## src/afch_defs.svh

```systemverilog
// Constants shared by both ends of the format command handler
`ifndef AFCH_DEFS_SVH
`define AFCH_DEFS_SVH

// ********************************************************************
// Command codes and feature values
// ********************************************************************
`define AFCH_CMD_FMT_TRACK 8'h50
`define AFCH_CMD_FMT_UNIT 8'hF7
`define AFCH_CMD_ERASE_PREP 8'hF3
`define AFCH_FEAT_UNIT 8'h11
`define AFCH_FEAT_NONE 8'h00

// ********************************************************************
// Task-file register selects
// ********************************************************************
`define AFCH_SEL_FEATURE 3'h1
`define AFCH_SEL_SECTOR 3'h3
`define AFCH_SEL_CYL_LO 3'h4
`define AFCH_SEL_CYL_HI 3'h5
`define AFCH_SEL_DEVHEAD 3'h6
`define AFCH_SEL_COMMAND 3'h7

// ********************************************************************
// Status, error and device/head fields
// ********************************************************************
`define AFCH_ST_BUSY 7
`define AFCH_ST_READY 6
`define AFCH_ST_FAULT 5
`define AFCH_ST_SEEK 4
`define AFCH_ST_XFER 3
`define AFCH_ST_ERR 0
`define AFCH_ER_IDNF 4
`define AFCH_ER_ABORT 2
`define AFCH_DH_LBA 6
`define AFCH_STATUS_RST 8'h50
`define AFCH_DEVHEAD_RST 8'hA0

// ********************************************************************
// Controller register offsets and reset values
// ********************************************************************
`define AFCH_OFS_CMD 8'h00
`define AFCH_OFS_ADDR 8'h04
`define AFCH_OFS_TIMEOUT 8'h08
`define AFCH_OFS_STATUS 8'h0C
`define AFCH_OFS_RESULT 8'h10
`define AFCH_OFS_TABLE 8'h14
`define AFCH_ADDR_LBA_BIT 30
`define AFCH_STS_BUSY_BIT 16
`define AFCH_STS_TMO_BIT 17
`define AFCH_STS_DONE_BIT 18
`define AFCH_TIMEOUT_RST 32'h0100_0000

`endif

```

## src/afch_pkg.sv

```systemverilog
// Types shared by both ends of the format command handler
`default_nettype none

package afch_pkg;

    typedef enum logic [2:0] {
        AFCH_D_IDLE = 3'b000,
        AFCH_D_MERGE = 3'b001,
        AFCH_D_ZERO = 3'b010,
        AFCH_D_DONE = 3'b011
    } afch_dev_state_t;

    typedef enum logic [2:0] {
        AFCH_H_IDLE = 3'b000,
        AFCH_H_SEND = 3'b001,
        AFCH_H_WAIT = 3'b010
    } afch_host_state_t;

endpackage : afch_pkg

`default_nettype wire

```

## src/afch_if.sv

```systemverilog
// Task-file link between host controller and drive
`default_nettype none

interface afch_if;
    logic tf_wr;
    logic [2:0] tf_sel;
    logic [7:0] tf_wdata;
    logic dat_wr;
    logic [7:0] dat_byte;
    logic [7:0] tf_status;
    logic [7:0] tf_error;
    logic [7:0] tf_sector;
    logic [7:0] tf_cyl_lo;
    logic [7:0] tf_cyl_hi;
    logic [7:0] tf_devhead;

    modport dev (
        input tf_wr, tf_sel, tf_wdata, dat_wr, dat_byte,
        output tf_status, tf_error, tf_sector, tf_cyl_lo, tf_cyl_hi, tf_devhead
    );

    modport host (
        output tf_wr, tf_sel, tf_wdata, dat_wr, dat_byte,
        input tf_status, tf_error, tf_sector, tf_cyl_lo, tf_cyl_hi, tf_devhead
    );
endinterface : afch_if

`default_nettype wire

```

## src/afch_host.sv

```systemverilog
// Host end: APB-programmed controller that issues format commands
`include "afch_defs.svh"
`default_nettype none

module afch_host
    import afch_pkg::*;
(
    // Clock and reset
    input wire logic CLK,
    input wire logic ARST_N,
    // APB slave
    input wire logic PSEL,
    input wire logic PENABLE,
    input wire logic PWRITE,
    input wire logic [7:0] PADDR,
    input wire logic [31:0] PWDATA,
    output logic [31:0] PRDATA,
    output logic PREADY,
    output logic PSLVERR,
    // Task-file link
    afch_if.host TF
);

    afch_host_state_t state_ff;
    logic [31:0] addr_ff;
    logic [31:0] timeout_ff;
    logic [31:0] wait_cnt_ff;
    logic [7:0] op_ff;
    logic prep_phase_ff;
    logic [2:0] idx_ff;
    logic tmo_ff;
    logic done_ff;
    logic tf_wr_ff;
    logic [2:0] tf_sel_ff;
    logic [7:0] tf_wdata_ff;
    logic dat_wr_ff;
    logic [7:0] dat_byte_ff;
    logic [31:0] prdata_ff;
    logic pready_ff;
    logic pslverr_ff;

    logic wr_acc;
    logic busy;
    logic cmd_go;
    logic wait_end;
    logic mapped;

    assign wr_acc = PSEL && PENABLE && pready_ff && PWRITE;
    assign busy = (state_ff != AFCH_H_IDLE);
    assign mapped = (PADDR == `AFCH_OFS_CMD) || (PADDR == `AFCH_OFS_ADDR)
                    || (PADDR == `AFCH_OFS_TIMEOUT) || (PADDR == `AFCH_OFS_STATUS)
                    || (PADDR == `AFCH_OFS_RESULT) || (PADDR == `AFCH_OFS_TABLE);
    assign cmd_go = wr_acc && (PADDR == `AFCH_OFS_CMD) && !busy
                    && ((PWDATA[7:0] == `AFCH_CMD_FMT_TRACK) || (PWDATA[7:0] == `AFCH_CMD_FMT_UNIT));
    // Drive takes the command one edge into the wait, so busy is read only after that
    assign wait_end = (state_ff == AFCH_H_WAIT) && (wait_cnt_ff != 32'h0000_0000)
                      && (!TF.tf_status[`AFCH_ST_BUSY] || (wait_cnt_ff >= timeout_ff));

    // ****************************************************************
    // Task-file byte for each step of the send sequence
    // ****************************************************************
    function automatic logic [7:0] step_byte(input logic [2:0] idx, input logic [31:0] adr,
                                             input logic [7:0] op, input logic prep);
        logic [7:0] b;
        b = 8'h00;
        case (idx)
            3'h0: b = (op == `AFCH_CMD_FMT_UNIT) ? `AFCH_FEAT_UNIT : `AFCH_FEAT_NONE;
            3'h1: b = adr[7:0];
            3'h2: b = adr[15:8];
            3'h3: b = adr[23:16];
            3'h4: b = {1'b1, adr[`AFCH_ADDR_LBA_BIT], 1'b1, 1'b0, adr[27:24]};
            default: b = prep ? `AFCH_CMD_ERASE_PREP : op;
        endcase
        return b;
    endfunction

    function automatic logic [2:0] step_sel(input logic [2:0] idx);
        logic [2:0] s;
        case (idx)
            3'h0: s = `AFCH_SEL_FEATURE;
            3'h1: s = `AFCH_SEL_SECTOR;
            3'h2: s = `AFCH_SEL_CYL_LO;
            3'h3: s = `AFCH_SEL_CYL_HI;
            3'h4: s = `AFCH_SEL_DEVHEAD;
            default: s = `AFCH_SEL_COMMAND;
        endcase
        return s;
    endfunction

    // ****************************************************************
    // Command sequencer
    // ****************************************************************
    always_ff @(posedge CLK or negedge ARST_N) begin
        if (!ARST_N) begin
            state_ff <= AFCH_H_IDLE;
            op_ff <= 8'h00;
            prep_phase_ff <= 1'b0;
            idx_ff <= 3'h0;
            wait_cnt_ff <= 32'h0000_0000;
        end else begin
            case (state_ff)
                AFCH_H_IDLE: begin
                    if (cmd_go) begin
                        op_ff <= PWDATA[7:0];
                        // Unit format is preceded by erase prepare
                        prep_phase_ff <= (PWDATA[7:0] == `AFCH_CMD_FMT_UNIT);
                        idx_ff <= (PWDATA[7:0] == `AFCH_CMD_FMT_UNIT) ? 3'h5 : 3'h0;
                        state_ff <= AFCH_H_SEND;
                    end
                end
                AFCH_H_SEND: begin
                    if (idx_ff == 3'h5) begin
                        wait_cnt_ff <= 32'h0000_0000;
                        state_ff <= AFCH_H_WAIT;
                    end else begin
                        idx_ff <= idx_ff + 3'h1;
                    end
                end
                AFCH_H_WAIT: begin
                    wait_cnt_ff <= wait_cnt_ff + 32'h0000_0001;
                    if (wait_end) begin
                        if (prep_phase_ff && (wait_cnt_ff < timeout_ff) && !TF.tf_status[`AFCH_ST_ERR]) begin
                            prep_phase_ff <= 1'b0;
                            idx_ff <= 3'h0;
                            state_ff <= AFCH_H_SEND;
                        end else begin
                            state_ff <= AFCH_H_IDLE;
                        end
                    end
                end
                default: begin
                    state_ff <= AFCH_H_IDLE;
                end
            endcase
        end
    end

    // ****************************************************************
    // Link drive
    // ****************************************************************
    always_ff @(posedge CLK or negedge ARST_N) begin
        if (!ARST_N) begin
            tf_wr_ff <= 1'b0;
            tf_sel_ff <= 3'h0;
            tf_wdata_ff <= 8'h00;
            dat_wr_ff <= 1'b0;
            dat_byte_ff <= 8'h00;
        end else begin
            tf_wr_ff <= (state_ff == AFCH_H_SEND);
            tf_sel_ff <= step_sel(idx_ff);
            tf_wdata_ff <= step_byte(idx_ff, addr_ff, op_ff, prep_phase_ff);
            // Optional format table bytes, only while idle
            dat_wr_ff <= wr_acc && (PADDR == `AFCH_OFS_TABLE) && !busy;
            dat_byte_ff <= PWDATA[7:0];
        end
    end

    // ****************************************************************
    // Software registers
    // ****************************************************************
    always_ff @(posedge CLK or negedge ARST_N) begin
        if (!ARST_N) begin
            addr_ff <= 32'h0000_0000;
            timeout_ff <= `AFCH_TIMEOUT_RST;
        end else if (wr_acc && (PADDR == `AFCH_OFS_ADDR)) begin
            addr_ff <= PWDATA;
        end else if (wr_acc && (PADDR == `AFCH_OFS_TIMEOUT)) begin
            // Software loads this from identify word 89
            timeout_ff <= PWDATA;
        end
    end

    // Sticky flags: a set in the same cycle as a clear wins
    always_ff @(posedge CLK or negedge ARST_N) begin
        if (!ARST_N) begin
            tmo_ff <= 1'b0;
            done_ff <= 1'b0;
        end else begin
            if (wait_end && (wait_cnt_ff >= timeout_ff)) begin
                tmo_ff <= 1'b1;
            end else if (wr_acc && (PADDR == `AFCH_OFS_STATUS) && PWDATA[`AFCH_STS_TMO_BIT]) begin
                tmo_ff <= 1'b0;
            end
            if (wait_end && !prep_phase_ff) begin
                done_ff <= 1'b1;
            end else if (wait_end && TF.tf_status[`AFCH_ST_ERR]) begin
                done_ff <= 1'b1;
            end else if (wr_acc && (PADDR == `AFCH_OFS_STATUS) && PWDATA[`AFCH_STS_DONE_BIT]) begin
                done_ff <= 1'b0;
            end
        end
    end

    // ****************************************************************
    // APB response
    // ****************************************************************
    always_ff @(posedge CLK or negedge ARST_N) begin
        if (!ARST_N) begin
            pready_ff <= 1'b0;
            prdata_ff <= 32'h0000_0000;
            pslverr_ff <= 1'b0;
        end else begin
            pready_ff <= PSEL && !PENABLE;
            pslverr_ff <= PSEL && !PENABLE && !mapped;
            prdata_ff <= 32'h0000_0000;
            if (PSEL && !PENABLE && !PWRITE) begin
                case (PADDR)
                    `AFCH_OFS_ADDR: prdata_ff <= addr_ff;
                    `AFCH_OFS_TIMEOUT: prdata_ff <= timeout_ff;
                    `AFCH_OFS_STATUS: prdata_ff <= {13'h0000, done_ff, tmo_ff, busy,
                                                    TF.tf_error, TF.tf_status};
                    `AFCH_OFS_RESULT: prdata_ff <= {TF.tf_devhead, TF.tf_cyl_hi,
                                                    TF.tf_cyl_lo, TF.tf_sector};
                    default: prdata_ff <= 32'h0000_0000;
                endcase
            end
        end
    end

    assign PRDATA = prdata_ff;
    assign PREADY = pready_ff;
    assign PSLVERR = pslverr_ff;
    assign TF.tf_wr = tf_wr_ff;
    assign TF.tf_sel = tf_sel_ff;
    assign TF.tf_wdata = tf_wdata_ff;
    assign TF.dat_wr = dat_wr_ff;
    assign TF.dat_byte = dat_byte_ff;

endmodule : afch_host

`default_nettype wire

```

## src/flat_wrapper.sv

```systemverilog
// flat-port wrapper written by rule: the top's interface ports become plain ports
module afch_host_flat import afch_pkg::*;
  (CLK, ARST_N, PSEL, PENABLE, PWRITE, PADDR, PWDATA, PRDATA, PREADY, PSLVERR, TF_tf_wr, TF_tf_sel, TF_tf_wdata, TF_dat_wr, TF_dat_byte, TF_tf_status, TF_tf_error, TF_tf_sector, TF_tf_cyl_lo, TF_tf_cyl_hi, TF_tf_devhead);
  afch_if TF_i ();
  input wire logic CLK;
  input wire logic ARST_N;
  input wire logic PSEL;
  input wire logic PENABLE;
  input wire logic PWRITE;
  input wire logic [7:0] PADDR;
  input wire logic [31:0] PWDATA;
  output logic [31:0] PRDATA;
  output logic PREADY;
  output logic PSLVERR;
  output wire logic [$bits(TF_i.tf_wr)-1:0] TF_tf_wr;
  output wire logic [$bits(TF_i.tf_sel)-1:0] TF_tf_sel;
  output wire logic [$bits(TF_i.tf_wdata)-1:0] TF_tf_wdata;
  output wire logic [$bits(TF_i.dat_wr)-1:0] TF_dat_wr;
  output wire logic [$bits(TF_i.dat_byte)-1:0] TF_dat_byte;
  input wire logic [$bits(TF_i.tf_status)-1:0] TF_tf_status;
  input wire logic [$bits(TF_i.tf_error)-1:0] TF_tf_error;
  input wire logic [$bits(TF_i.tf_sector)-1:0] TF_tf_sector;
  input wire logic [$bits(TF_i.tf_cyl_lo)-1:0] TF_tf_cyl_lo;
  input wire logic [$bits(TF_i.tf_cyl_hi)-1:0] TF_tf_cyl_hi;
  input wire logic [$bits(TF_i.tf_devhead)-1:0] TF_tf_devhead;
  assign TF_tf_wr = TF_i.tf_wr;
  assign TF_tf_sel = TF_i.tf_sel;
  assign TF_tf_wdata = TF_i.tf_wdata;
  assign TF_dat_wr = TF_i.dat_wr;
  assign TF_dat_byte = TF_i.dat_byte;
  assign TF_i.tf_status = TF_tf_status;
  assign TF_i.tf_error = TF_tf_error;
  assign TF_i.tf_sector = TF_tf_sector;
  assign TF_i.tf_cyl_lo = TF_tf_cyl_lo;
  assign TF_i.tf_cyl_hi = TF_tf_cyl_hi;
  assign TF_i.tf_devhead = TF_tf_devhead;
  afch_host u_core (.CLK(CLK), .ARST_N(ARST_N), .PSEL(PSEL), .PENABLE(PENABLE), .PWRITE(PWRITE), .PADDR(PADDR), .PWDATA(PWDATA), .PRDATA(PRDATA), .PREADY(PREADY), .PSLVERR(PSLVERR), .TF(TF_i));
endmodule
```

## config.mk

```make
export PLATFORM = sky130hd
export DESIGN_NAME = afch_host_flat
export DESIGN_NICKNAME = d
export VERILOG_FILES = /design/src/afch_pkg.sv /design/src/afch_if.sv /design/src/afch_host.sv /design/src/flat_wrapper.sv
export VERILOG_INCLUDE_DIRS = /design/src
export SDC_FILE = /design/constraint.sdc
export NUM_CORES = 1
export LEC_CHECK = 0
export ABC_AREA = 1
export BUFFER_PORTS_ARGS = -buffer_cell sky130_fd_sc_hd__buf_2
export CELL_PAD_IN_SITES_DETAIL_PLACEMENT = 0
export CELL_PAD_IN_SITES_GLOBAL_PLACEMENT = 1
export CORE_ASPECT_RATIO = 0.9
export CORE_MARGIN = 10
export CORE_UTILIZATION = 38
export DETAILED_ROUTE_END_ITERATION = 8
export PLACE_DENSITY = 0.76
export REMOVE_ABC_BUFFERS = 1
export SYNTH_ARGS = -nofsm -noshare
export SYNTH_HDL_FRONTEND = slang
export SYNTH_SLANG_ARGS = --single-unit
```

## constraint.sdc

```tcl
create_clock -name CLK -period 2 [get_ports CLK]
set_input_delay 0.4 -clock CLK [delete_from_list [all_inputs] [get_ports CLK]]
set_output_delay 0.4 -clock CLK [all_outputs]
set_load 0.03 [all_outputs]
```

==> impl_metrics.ini, run 1 <==
[pwr]
power.total_mw = 9.39
p_leak_nw = 5.94
power.density_mw_per_mm2 = 781
peakVddDrop_uv = 462

[sta]
finClkSkew_ns = 0.0101
tightestPinTransition_ns = 0.621
hold_viol_final = 0
final-setup-viol-count = 10
setup_ws_ns = -0.158
rsz0062_at_grt = yes
hold_ws_ns = 0.0875
fin_crit_ns = 2.16
max_clock_freq_ghz = 0.463
max-slew-margin-rel_pct = 58.2
period_share_pct = 108
slew_viol_final = 0

[detailed_routing]
route.detailed.drc = 0
dr.pass1.iters = 5
vias = 8289
routed_wl_mm = 29.6
drt_iter0_drc = 670
wl_per_cell_um = 17.9
postRouteAntennaNets = 0
routed_via_density = 5.02

[grt]
antenna_found_initial = 0
gr-usage-met3_pct = 4.73
grtUsageMet1_pct = 27.9
grt_start_max_net_pins = 55
grt_usage_pct = 20.1
grt_first_pass_wirelength_mm = 45.8
grt_overflow = 0
met2_usage_pct = 30.6
grt_pass1_vias = 8335
grt_busiest_layer = met2

[logic_synthesis]
synth_area_leaders = dfrtp_1 (48%), nand2_1 (9.9%), inv_1 (6.5%)
syn_area_sq_mm = 0.00861
synth_cell_type_count = 45
ys.flop_type = dfrtp_1
synthCells = 1040
ys_ff_latch = 167
avgSynthCellArea_sq_um = 8.28
yosysWarningCount = 0
synth-seq-area-share_pct = 48.5
yosysTopAreaCell = dfrtp_1
yosysTopAreaCellShare_pct = 48.2
synth_edf_count = 0
postSynth.asyncResetShare_pct = 100

[clocking]
clkLatencyLatePin_ns = 0.43
numCtsBuffers = 17
clockRootBuffer = clkbuf_16
cts_tree = yes
htreeDepth = 4
path_clk_slew_ns = 0.07
cts.sink_count = 167
cts_buffer_depth = 2

[place]
place_congestion = 0.903
dp_hpwl_mm = 22.5
portBuffers = 147

[final_layout]
fin_nets = 1477
regArea_sq_mm = 0.00418
num-fill-cells = 2138
multi_input_area_sq_mm = 0.00417
syn_to_final_growth_pct = 39.7
drive_above_1_share_pct = 33.7
n_antenna_cell = 0

[floorplanning]
rows = 52
core-area_sq_mm = 0.0224
die-area_sq_mm = 0.0291
die_w_um = 179
initial_utilization_pct = 38.5
ioPinCount = 148
die_y_um = 163

[worst_setup_path]
rr_worst_depth = 14
critPathArrivalTime_ns = 2.48
worst_setup_path_start_kind = flip-flop
cp.required_ns = 2.33
rr_startpoint = u_core.state_ff[0]
critical_path.max_stage_delay_ns = 0.44
crit_type = reg -> reg
slowest_stage = dfrtp_1
crit_fanout = 4
cp_cell_sequence = ha_4 -> inv_2 -> nand2_4 -> nand2_4 -> nand3_4 -> nor2_4 -> nand2_2 -> nor2_4 -> nand2_4 -> nor3_4 -> nand2_2 -> nor2_2 -> o21ai_1 -> nor2_1
rrSetupSlack_ns = -0.16
end_kind = flip-flop
worst_path_most_repeated_cell = nand2_4
reg2reg_to = u_core.wait_cnt_ff[22]

[status]
violations = setup timing
outcome = finished with violations

[min_path]
holdPathStages = 1
hold_path_class = in -> reg
whs_endpoint = u_core.TF.dat_byte[3]
hp-start = PWDATA[3]

[flow_run]
max_cap_violations = 0
-- how the worst max path moves through the flow --
stage                     startpoint                endpoint  depth (start not counted)
2_1_floorplan               PADDR[5]    u_core.timeout_ff[0]                          5
3_3_place_gp      u_core.state_ff[0]  u_core.wait_cnt_ff[22]                         14
3_5_place_dp   u_core.timeout_ff[31]        u_core.idx_ff[0]                         14
4_1_cts           u_core.state_ff[0]  u_core.wait_cnt_ff[22]                         13
5_1_grt           u_core.state_ff[0]  u_core.wait_cnt_ff[22]                         14
6_report          u_core.state_ff[0]  u_core.wait_cnt_ff[22]                         14
-- synth_stat cells, types with 2 or more instances --
library cell and count:
o2111ai_1 2, nor3b_1 2, o21ai_0 47, nand4_1 30, nand3_1 28, nor2_1 78, a31oi_1 7, ha_1 43
a22o_1 2, xor2_1 2, a21oi_1 56, o31ai_1 2, inv_1 150, nor3_1 16, dfrtp_1 166, or2_2 2
clkbuf_1 20, nor2_2 6, o21a_1 3, buf_2 7, o21ai_1 55, nor3_2 3, nand2_1 227, a211oi_1 4
nor2_4 3, a221oi_1 23, a21o_1 2, nand2_2 7, nor4_1 11, o22ai_1 14, inv_2 8
-- cell usage in the layout (no fill, tap or decap), drive strengths merged, types with 3 or more instances in the layout --
master and n:
a211oi 4, a21oi 56, a221oi 23, a31oi 7, buf 308, bufinv 4, clkbuf 19, clkinv 3
dfrtp 166, ha 43, inv 162, nand2 236, nand3 30, nand4 30, nor2 87, nor3 20
nor3b 3, nor4 12, o21a 3, o21ai 102, o22ai 14
-- metrics by stage --
stage | util [%] | cells | setup TNS (ns) | instance area [sq um] | setup WS, ns
floorplan | - | 1012 | -53.81 | 8500 | -0.688
global placement | 48.0 | 1593 | -1.47 | 10700 | -0.182
detailed placement | 48.0 | 1593 | -1.86 | 10700 | -0.206
CTS | 52.0 | 1638 | -0.0978 | 11600 | -0.0536
global route | 53.7 | 1650 | -2.69 | 12000 | -0.229
finish | 53.7 | 1650 | -0.746 | 12000 | -0.158
-- power by group --
group | total (mW) | leakage (nW) | switching [mW] | internal, mW
Clock | 3.65 | 0.309 | 1.47 | 2.18
Sequential | 3.59 | 2.28 | 0.0759 | 3.52
Combinational | 2.14 | 3.35 | 1.27 | 0.872
-- cell type report --
class,count,area share [%]
flip-flops and latches,167,34.8
multi-input cells,687,34.7
repair buffers,309,17.2
inverters,159,4.96
clock buffers,19,3.77
well taps,297,3.09
clock inverters,12,1.58
-- worst max-delay path, delay by kind of cell (launching register included) --
kind,cells,cell delay [ns]
adder cells (fa/ha/maj),1,0.21
flip-flops,1,0.44
AO/OA/AOI/OAI,1,0.06
AND/OR/NAND/NOR,11,1.28
buffers and inverters,1,0.08
-- state kept, by name, summed over array words and instances (netlist names) --
| name | count |
|---|---|
| u_core.TF.dat_byte | 8 |
| u_core.tmo_ff | 1 |
| u_core.idx_ff | 3 |
| u_core.PSLVERR | 1 |
| u_core.TF.tf_wdata | 8 |
| u_core.state_ff | 2 |
| u_core.timeout_ff | 32 |
| u_core.prep_phase_ff | 1 |
| u_core.wait_cnt_ff | 32 |
| u_core.done_ff | 1 |
| u_core.op_ff | 8 |
| u_core.PREADY | 1 |
| u_core.addr_ff | 32 |
| u_core.TF.tf_sel | 3 |
| u_core.TF.dat_wr | 1 |
| u_core.PRDATA | 32 |
| u_core.TF.tf_wr | 1 |
-- per-layer routing --
layer,up-vias,share of wire (%)
met5,-,0
met2,254,45
met3,35,6.8
met1,3926,46
li1,4074,-
met4,0,1.9
-- kinds of logic (layout without fill, tap and decap cells) --
logic type	Yosys count	count (layout)	share of synthesized area (%)
simple gates	420	421	21.9
xor+xnor	2	2	0.203
fa+ha+maj	43	43	6.25
flops	167	167	48.5
buf+inv	187	499	8.25
compound gates	221	221	14.8
-- timing repair --
item / in CTS / in global routing
setup endpoints to repair: 16 / 30
buffers inserted: 12 / 12
hold endpoints to repair: 37 / 0
gates resized for setup: 39 / 72
hold buffers: 1 / 0
pin swaps: 14 / 28
cloned: 1 / 0
Power figures use the tool's default switching activity.
==> run 2, diff against run 1 <==
--- a/config.mk
+++ b/config.mk
@@ -11,7 +11,6 @@
 export CELL_PAD_IN_SITES_DETAIL_PLACEMENT = 0
 export CELL_PAD_IN_SITES_GLOBAL_PLACEMENT = 1
 export CORE_ASPECT_RATIO = 0.9
-export CORE_MARGIN = 10
 export CORE_UTILIZATION = 38
 export DETAILED_ROUTE_END_ITERATION = 8
 export PLACE_DENSITY = 0.76
==> run 2 against run 1 <==
The flow still finishes with violations (setup timing). Flip-flop and latch count stayed put. Global-route usage increased by 4.4 points. Via count fell by 0.36%. Final area down 2.4%. Combinational power shrank 2%. First-iteration DRC count decreased by 4.0%. Sequential share of layout area up 0.84 points. Total power decreased by 5.0%. Clock skew rose by 0.00056 ns. Critical path type unchanged. Critical endpoint is now u_core.state_ff[0]. Highest routed layer unchanged.
==> impl_metrics.ini, run 2 (synthesis results as in run 1) <==
[status]
outcome = finished with violations
violations = setup timing

[detailed_routing]
wl_per_cell_um = 17.2
postRouteAntennaNets = 0
routed_via_density = 5.07
route.detailed.drc = 0
drt_iter0_drc = 643
vias = 8259
routed_wl_mm = 28.1
dr.pass1.iters = 6

[clocking]
cts.sink_count = 167
htreeDepth = 4
cts_buffer_depth = 2
path_clk_slew_ns = 0.08
cts_tree = yes
clkLatencyLatePin_ns = 0.44
clockRootBuffer = clkbuf_16
numCtsBuffers = 17

[place]
placed_cell_area_sq_mm = 0.0108
place_congestion = 0.872
dp.cells = 1592
place_ws_ns = -0.180
dp_hpwl_mm = 21.4
portBuffers = 147

[floorplanning]
die-area_sq_mm = 0.0233
die_y_um = 145
initial_utilization_pct = 39.2
ioPinCount = 148
rows = 51
die_w_um = 161
core-area_sq_mm = 0.0220

[sta]
max_clock_freq_ghz = 0.490
slew_viol_final = 0
period_share_pct = 102
final-setup-viol-count = 6
tightestPinTransition_ns = 0.459
setup_ws_ns = -0.0394
fin_crit_ns = 2.04
finClkSkew_ns = 0.0106
hold_viol_final = 0
rsz0062_at_grt = yes
max-slew-margin-rel_pct = 69.1

[grt]
grt_start_max_net_pins = 54
grt_usage_pct = 24.5
antenna_found_initial = 0
grt_overflow = 0
grt_first_pass_wirelength_mm = 42.9
grt_pass1_vias = 7809

[worst_setup_path]
end_kind = flip-flop
critPathArrivalTime_ns = 2.37
crit_type = reg -> reg
crit_fanout = 6
worst_setup_path_start_kind = flip-flop
cp.required_ns = 2.33

[final_layout]
post-route-util_pct = 53.5
final_cell_mix = nand2_1 (216), dfrtp_1 (166), buf_2 (146)
drive_above_1_share_pct = 31.7
fin_nets = 1461
syn_to_final_growth_pct = 36.3
instances_no_fill = 1629
design_area_sq_mm = 0.0117
n_antenna_cell = 0
num-fill-cells = 2059
final_common_cell = nand2_1

[pwr]
power.total_mw = 8.92
power.density_mw_per_mm2 = 760
p_leak_nw = 5.80
peakVddDrop_uv = 460

[flow_run]
max_cap_violations = 0

[min_path]
hold_path_class = in -> reg
run 2: stage by stage:
| step | hold WS [ns] | TNS, ns |
|---|---|---|
| after floorplan | 0.104 | -53.81 |
| after global placement | 0.337 | -1.23 |
| after detailed placement | 0.335 | -1.30 |
| after CTS | 0.0673 | 0 |
| after global routing | 0.0757 | -0.960 |
| final | 0.0785 | -0.170 |
run 2: critical path, stage by stage, from the launching register on:
cell     delay, ns
dfrtp_1       0.38
inv_1         0.12
ha_1          0.27
a21oi_1       0.14
o21ai_1       0.07
nand2_1       0.05
nand2_1       0.08
nor2_4        0.18
nand4_1       0.13
nand2_2       0.13
nand2_4       0.09
buf_4         0.16
nand4_1       0.07
nand2_1       0.05
run 2: metal layers:
metal / vias up / share of wire [%] / global-route usage, %
li1: 4037 / - / -
met1: 3897 / 47 / 35.1
met2: 295 / 45 / 38.4
met3: 30 / 5.7 / 3.82
met4: 0 / 1.9 / 6.70
met5: - / 0 / 0
run 2: repair_timing:
item / CTS / global route
pin swaps: 8 / 19
endpoints found under the setup margin: 17 / 34
hold endpoints to repair: 32 / 0
cloned: 0 / 0
resized for setup: 28 / 60
hold buffers: 1 / 0
buffers inserted: 1 / 3
run 2: worst paths after layout:
check,startpoint,endpoint,slack (ns),cells past startpoint
worst min-delay path,PWDATA[3],u_core.TF.dat_byte[3],0.08,1
max in group asynchronous,ARST_N,u_core.timeout_ff[15],0.93,3
worst max register to register,u_core.timeout_ff[25],u_core.state_ff[0],-0.04,13
min in group asynchronous,ARST_N,u_core.addr_ff[28],0.44,2
worst min register to register,u_core.timeout_ff[14],u_core.timeout_ff[14],0.49,2
worst max-delay path,u_core.timeout_ff[25],u_core.state_ff[0],-0.04,13
run 2: layout make-up:
cell class                      instances  area, sq um  share of cell area (%)
Clock buffer                           17          425                    3.62
Sequential cell                       167         4180                    35.6
Timing Repair Buffer                  294         1940                    16.5
Tap cell                              291          364                    3.10
Multi-Input combinational cell        686         4090                    34.8
Clock inverter                         15          144                    1.23
Inverter                              159          601                    5.11
run 2: where the power goes:
group | internal (mW) | total [mW] | switching [mW]
Combinational | 0.847 | 2.10 | 1.25
Sequential | 3.52 | 3.58 | 0.0689
Clock | 1.67 | 3.24 | 1.58
Total | 6.03 | 8.92 | 2.90
==> run 3, diff against run 2 <==
--- a/config.mk
+++ b/config.mk
@@ -11,6 +11,7 @@
 export CELL_PAD_IN_SITES_DETAIL_PLACEMENT = 0
 export CELL_PAD_IN_SITES_GLOBAL_PLACEMENT = 1
 export CORE_ASPECT_RATIO = 0.9
+export CORE_MARGIN = 2
 export CORE_UTILIZATION = 38
 export DETAILED_ROUTE_END_ITERATION = 8
 export PLACE_DENSITY = 0.76
==> run 3 against run 2 <==
The run still ends with setup timing left. Clock power shrank 2%. Critical path type unchanged. Wire length shrank 1.2%. Cell count grew 0.37%. Die area grew 2.6%. Clock-buffer cell count grew 1. Register-to-register slack gained 0.02 ns. Highest routed layer unchanged.
==> impl_metrics.ini, run 3 (synthesis results as in run 1) <==
[final_layout]
n_antenna_cell = 0
fin_nets = 1461
syn_to_final_growth_pct = 35.4
post-route-util_pct = 52.1
final_common_cell = nand2_1
drive_above_1_share_pct = 30.9
num-fill-cells = 2164
final_cell_mix = nand2_1 (215), dfrtp_1 (166), buf_2 (146)

[worst_setup_path]
end_kind = flip-flop
slowest_stage = dfstp_2
cp_top_family = simple AND/OR/NAND/NOR gates
worst_setup_path_start_kind = flip-flop
crit_fanout = 5
rr_worst_depth = 13
rrSetupSlack_ns = -0.02
crit_type = reg -> reg
critPathArrivalTime_ns = 2.34
crit_buf_inv = 2
cp.required_ns = 2.32
worst_path_most_repeated_cell = nand2_2
critical_path.max_stage_delay_ns = 0.54
cp_cell_sequence = inv_2 -> ha_4 -> nand2_2 -> inv_2 -> nand4_1 -> nor2_2 -> nand2_2 -> nand4_1 -> nand2_2 -> nand2_4 -> nand3_4 -> nand2_2 -> nand2_1
reg2reg_to = u_core.state_ff[1]
rr_startpoint = u_core.timeout_ff[24]

[sta]
tightestPinTransition_ns = 0.458
final-setup-viol-count = 2
fin_setup_tns_ns = -0.0349
finClkSkew_ns = 0.00957
period_share_pct = 101
hold_viol_final = 0
slew_viol_final = 0
setup_ws_ns = -0.0211
max-slew-margin-rel_pct = 69.2
max_clock_freq_ghz = 0.495
fin_crit_ns = 2.02
rsz0062_at_grt = yes

[floorplanning]
rows = 52
die_y_um = 147
ioPinCount = 148
initial_utilization_pct = 38.5
die_w_um = 163
die-area_sq_mm = 0.0239
core-area_sq_mm = 0.0224

[flow_run]
max_cap_violations = 0

[clocking]
cts_tree = yes
clockRootBuffer = clkbuf_16
path_clk_slew_ns = 0.07
cts.sink_count = 167
numCtsBuffers = 17
cts_buffer_depth = 2
htreeDepth = 4
clkLatencyLatePin_ns = 0.43

[pwr]
sw_frac_of_total_pct = 31.9
seq_power_share_pct = 40.7
power.total_mw = 8.81
peakVddDrop_uv = 441
combPwrFrac_pct = 23.4
p_leak_nw = 5.75
power.density_mw_per_mm2 = 755
clockPowerShare_pct = 35.9
internal_power_mw = 6.00
switching_power_mw = 2.81

[detailed_routing]
wl_met1_mm = 13.0
highest_layer = met4
wl_met3_mm = 1.70
vias = 8258
postRouteAntennaNets = 0
dr.pass1.iters = 5
dr_wl_met2_mm = 12.7
route.detailed.drc = 0
drt_iter0_drc = 857
routed_wl_mm = 27.8
wl_per_cell_um = 17.0
routed_via_density = 5.05

[min_path]
hold_path_class = in -> reg
holdPathStages = 1
hp-start = PWDATA[3]
whs_endpoint = u_core.TF.dat_byte[3]

[place]
portBuffers = 147
place_ws_ns = -0.0956
place_congestion = 0.892
dp_hpwl_mm = 21.2

[grt]
grt_first_pass_wirelength_mm = 43.0
grt_pass1_vias = 7978
grt_start_max_net_pins = 52
grt_usage_pct = 23.6
antenna_found_initial = 0
grt_overflow = 0

[status]
outcome = finished with violations
violations = setup timing
-- run 3: cell count changes in the layout (fill, tap and decap cells not counted), sizes merged --
cell      change
clkbuf        +1
inv           -8
clkinv        +5
nand2         +1
buf           -1
clkinvlp      +2
-- run 3: what timing repair did --
action                     in CTS  in global routing
setup buffers                   3                  7
setup endpoints to repair       7                 27
gates cloned                    1                  0
pin swaps                       5                 13
hold buffers                    1                  0
hold endpoints to repair       35                  0
gates resized for setup        18                 48
-- run 3: worst max-delay path by stage --
stage                          start                    to  depth (start not counted)
2_1_floorplan               PADDR[5]  u_core.timeout_ff[0]                          5
3_3_place_gp                PADDR[5]     u_core.PRDATA[12]                          8
3_5_place_dp                PADDR[5]     u_core.PRDATA[12]                          8
4_1_cts        u_core.timeout_ff[15]    u_core.state_ff[1]                         15
5_1_grt        u_core.timeout_ff[24]    u_core.state_ff[1]                         13
6_report       u_core.timeout_ff[24]    u_core.state_ff[1]                         13
-- run 3: per-stage QoR --
step | hold slack (ns) | area, sq um | std cells
2_1_floorplan | 0.104 | 8500 | 1012
3_3_place_gp | 0.360 | 10700 | 1591
3_5_place_dp | 0.366 | 10700 | 1591
4_1_cts | 0.0754 | 11400 | 1628
5_1_grt | 0.0680 | 11700 | 1635
6_report | 0.0909 | 11700 | 1635
-- run 3: area by class of cell --
cell class / count / area [sq um] / area share [%]
Inverter: 159 / 597 / 5.12
Multi-Input combinational cell: 687 / 4020 / 34.4
Sequential cell: 167 / 4180 / 35.8
Clock buffer: 18 / 439 / 3.76
Timing Repair Buffer: 293 / 1940 / 16.6
Tap cell: 297 / 372 / 3.19
Clock inverter: 14 / 121 / 1.04
-- run 3: power groups by stage --
stage                     combinational (mW)  sequential, mW  clock (mW)
after floorplan                        0.800            3.77           0
after global placement                  1.78            3.64           0
after detailed placement                1.78            3.64           0
after CTS                               1.87            3.59        3.20
after global routing                    2.25            3.60        3.35
final                                   2.06            3.59        3.16
-- run 3: layer usage --
metal,vias to the layer above,global-route usage (%)
li1,4042,-
met1,3907,33.2
met2,280,37.9
met3,29,4.01
met4,0,6.28
met5,-,0
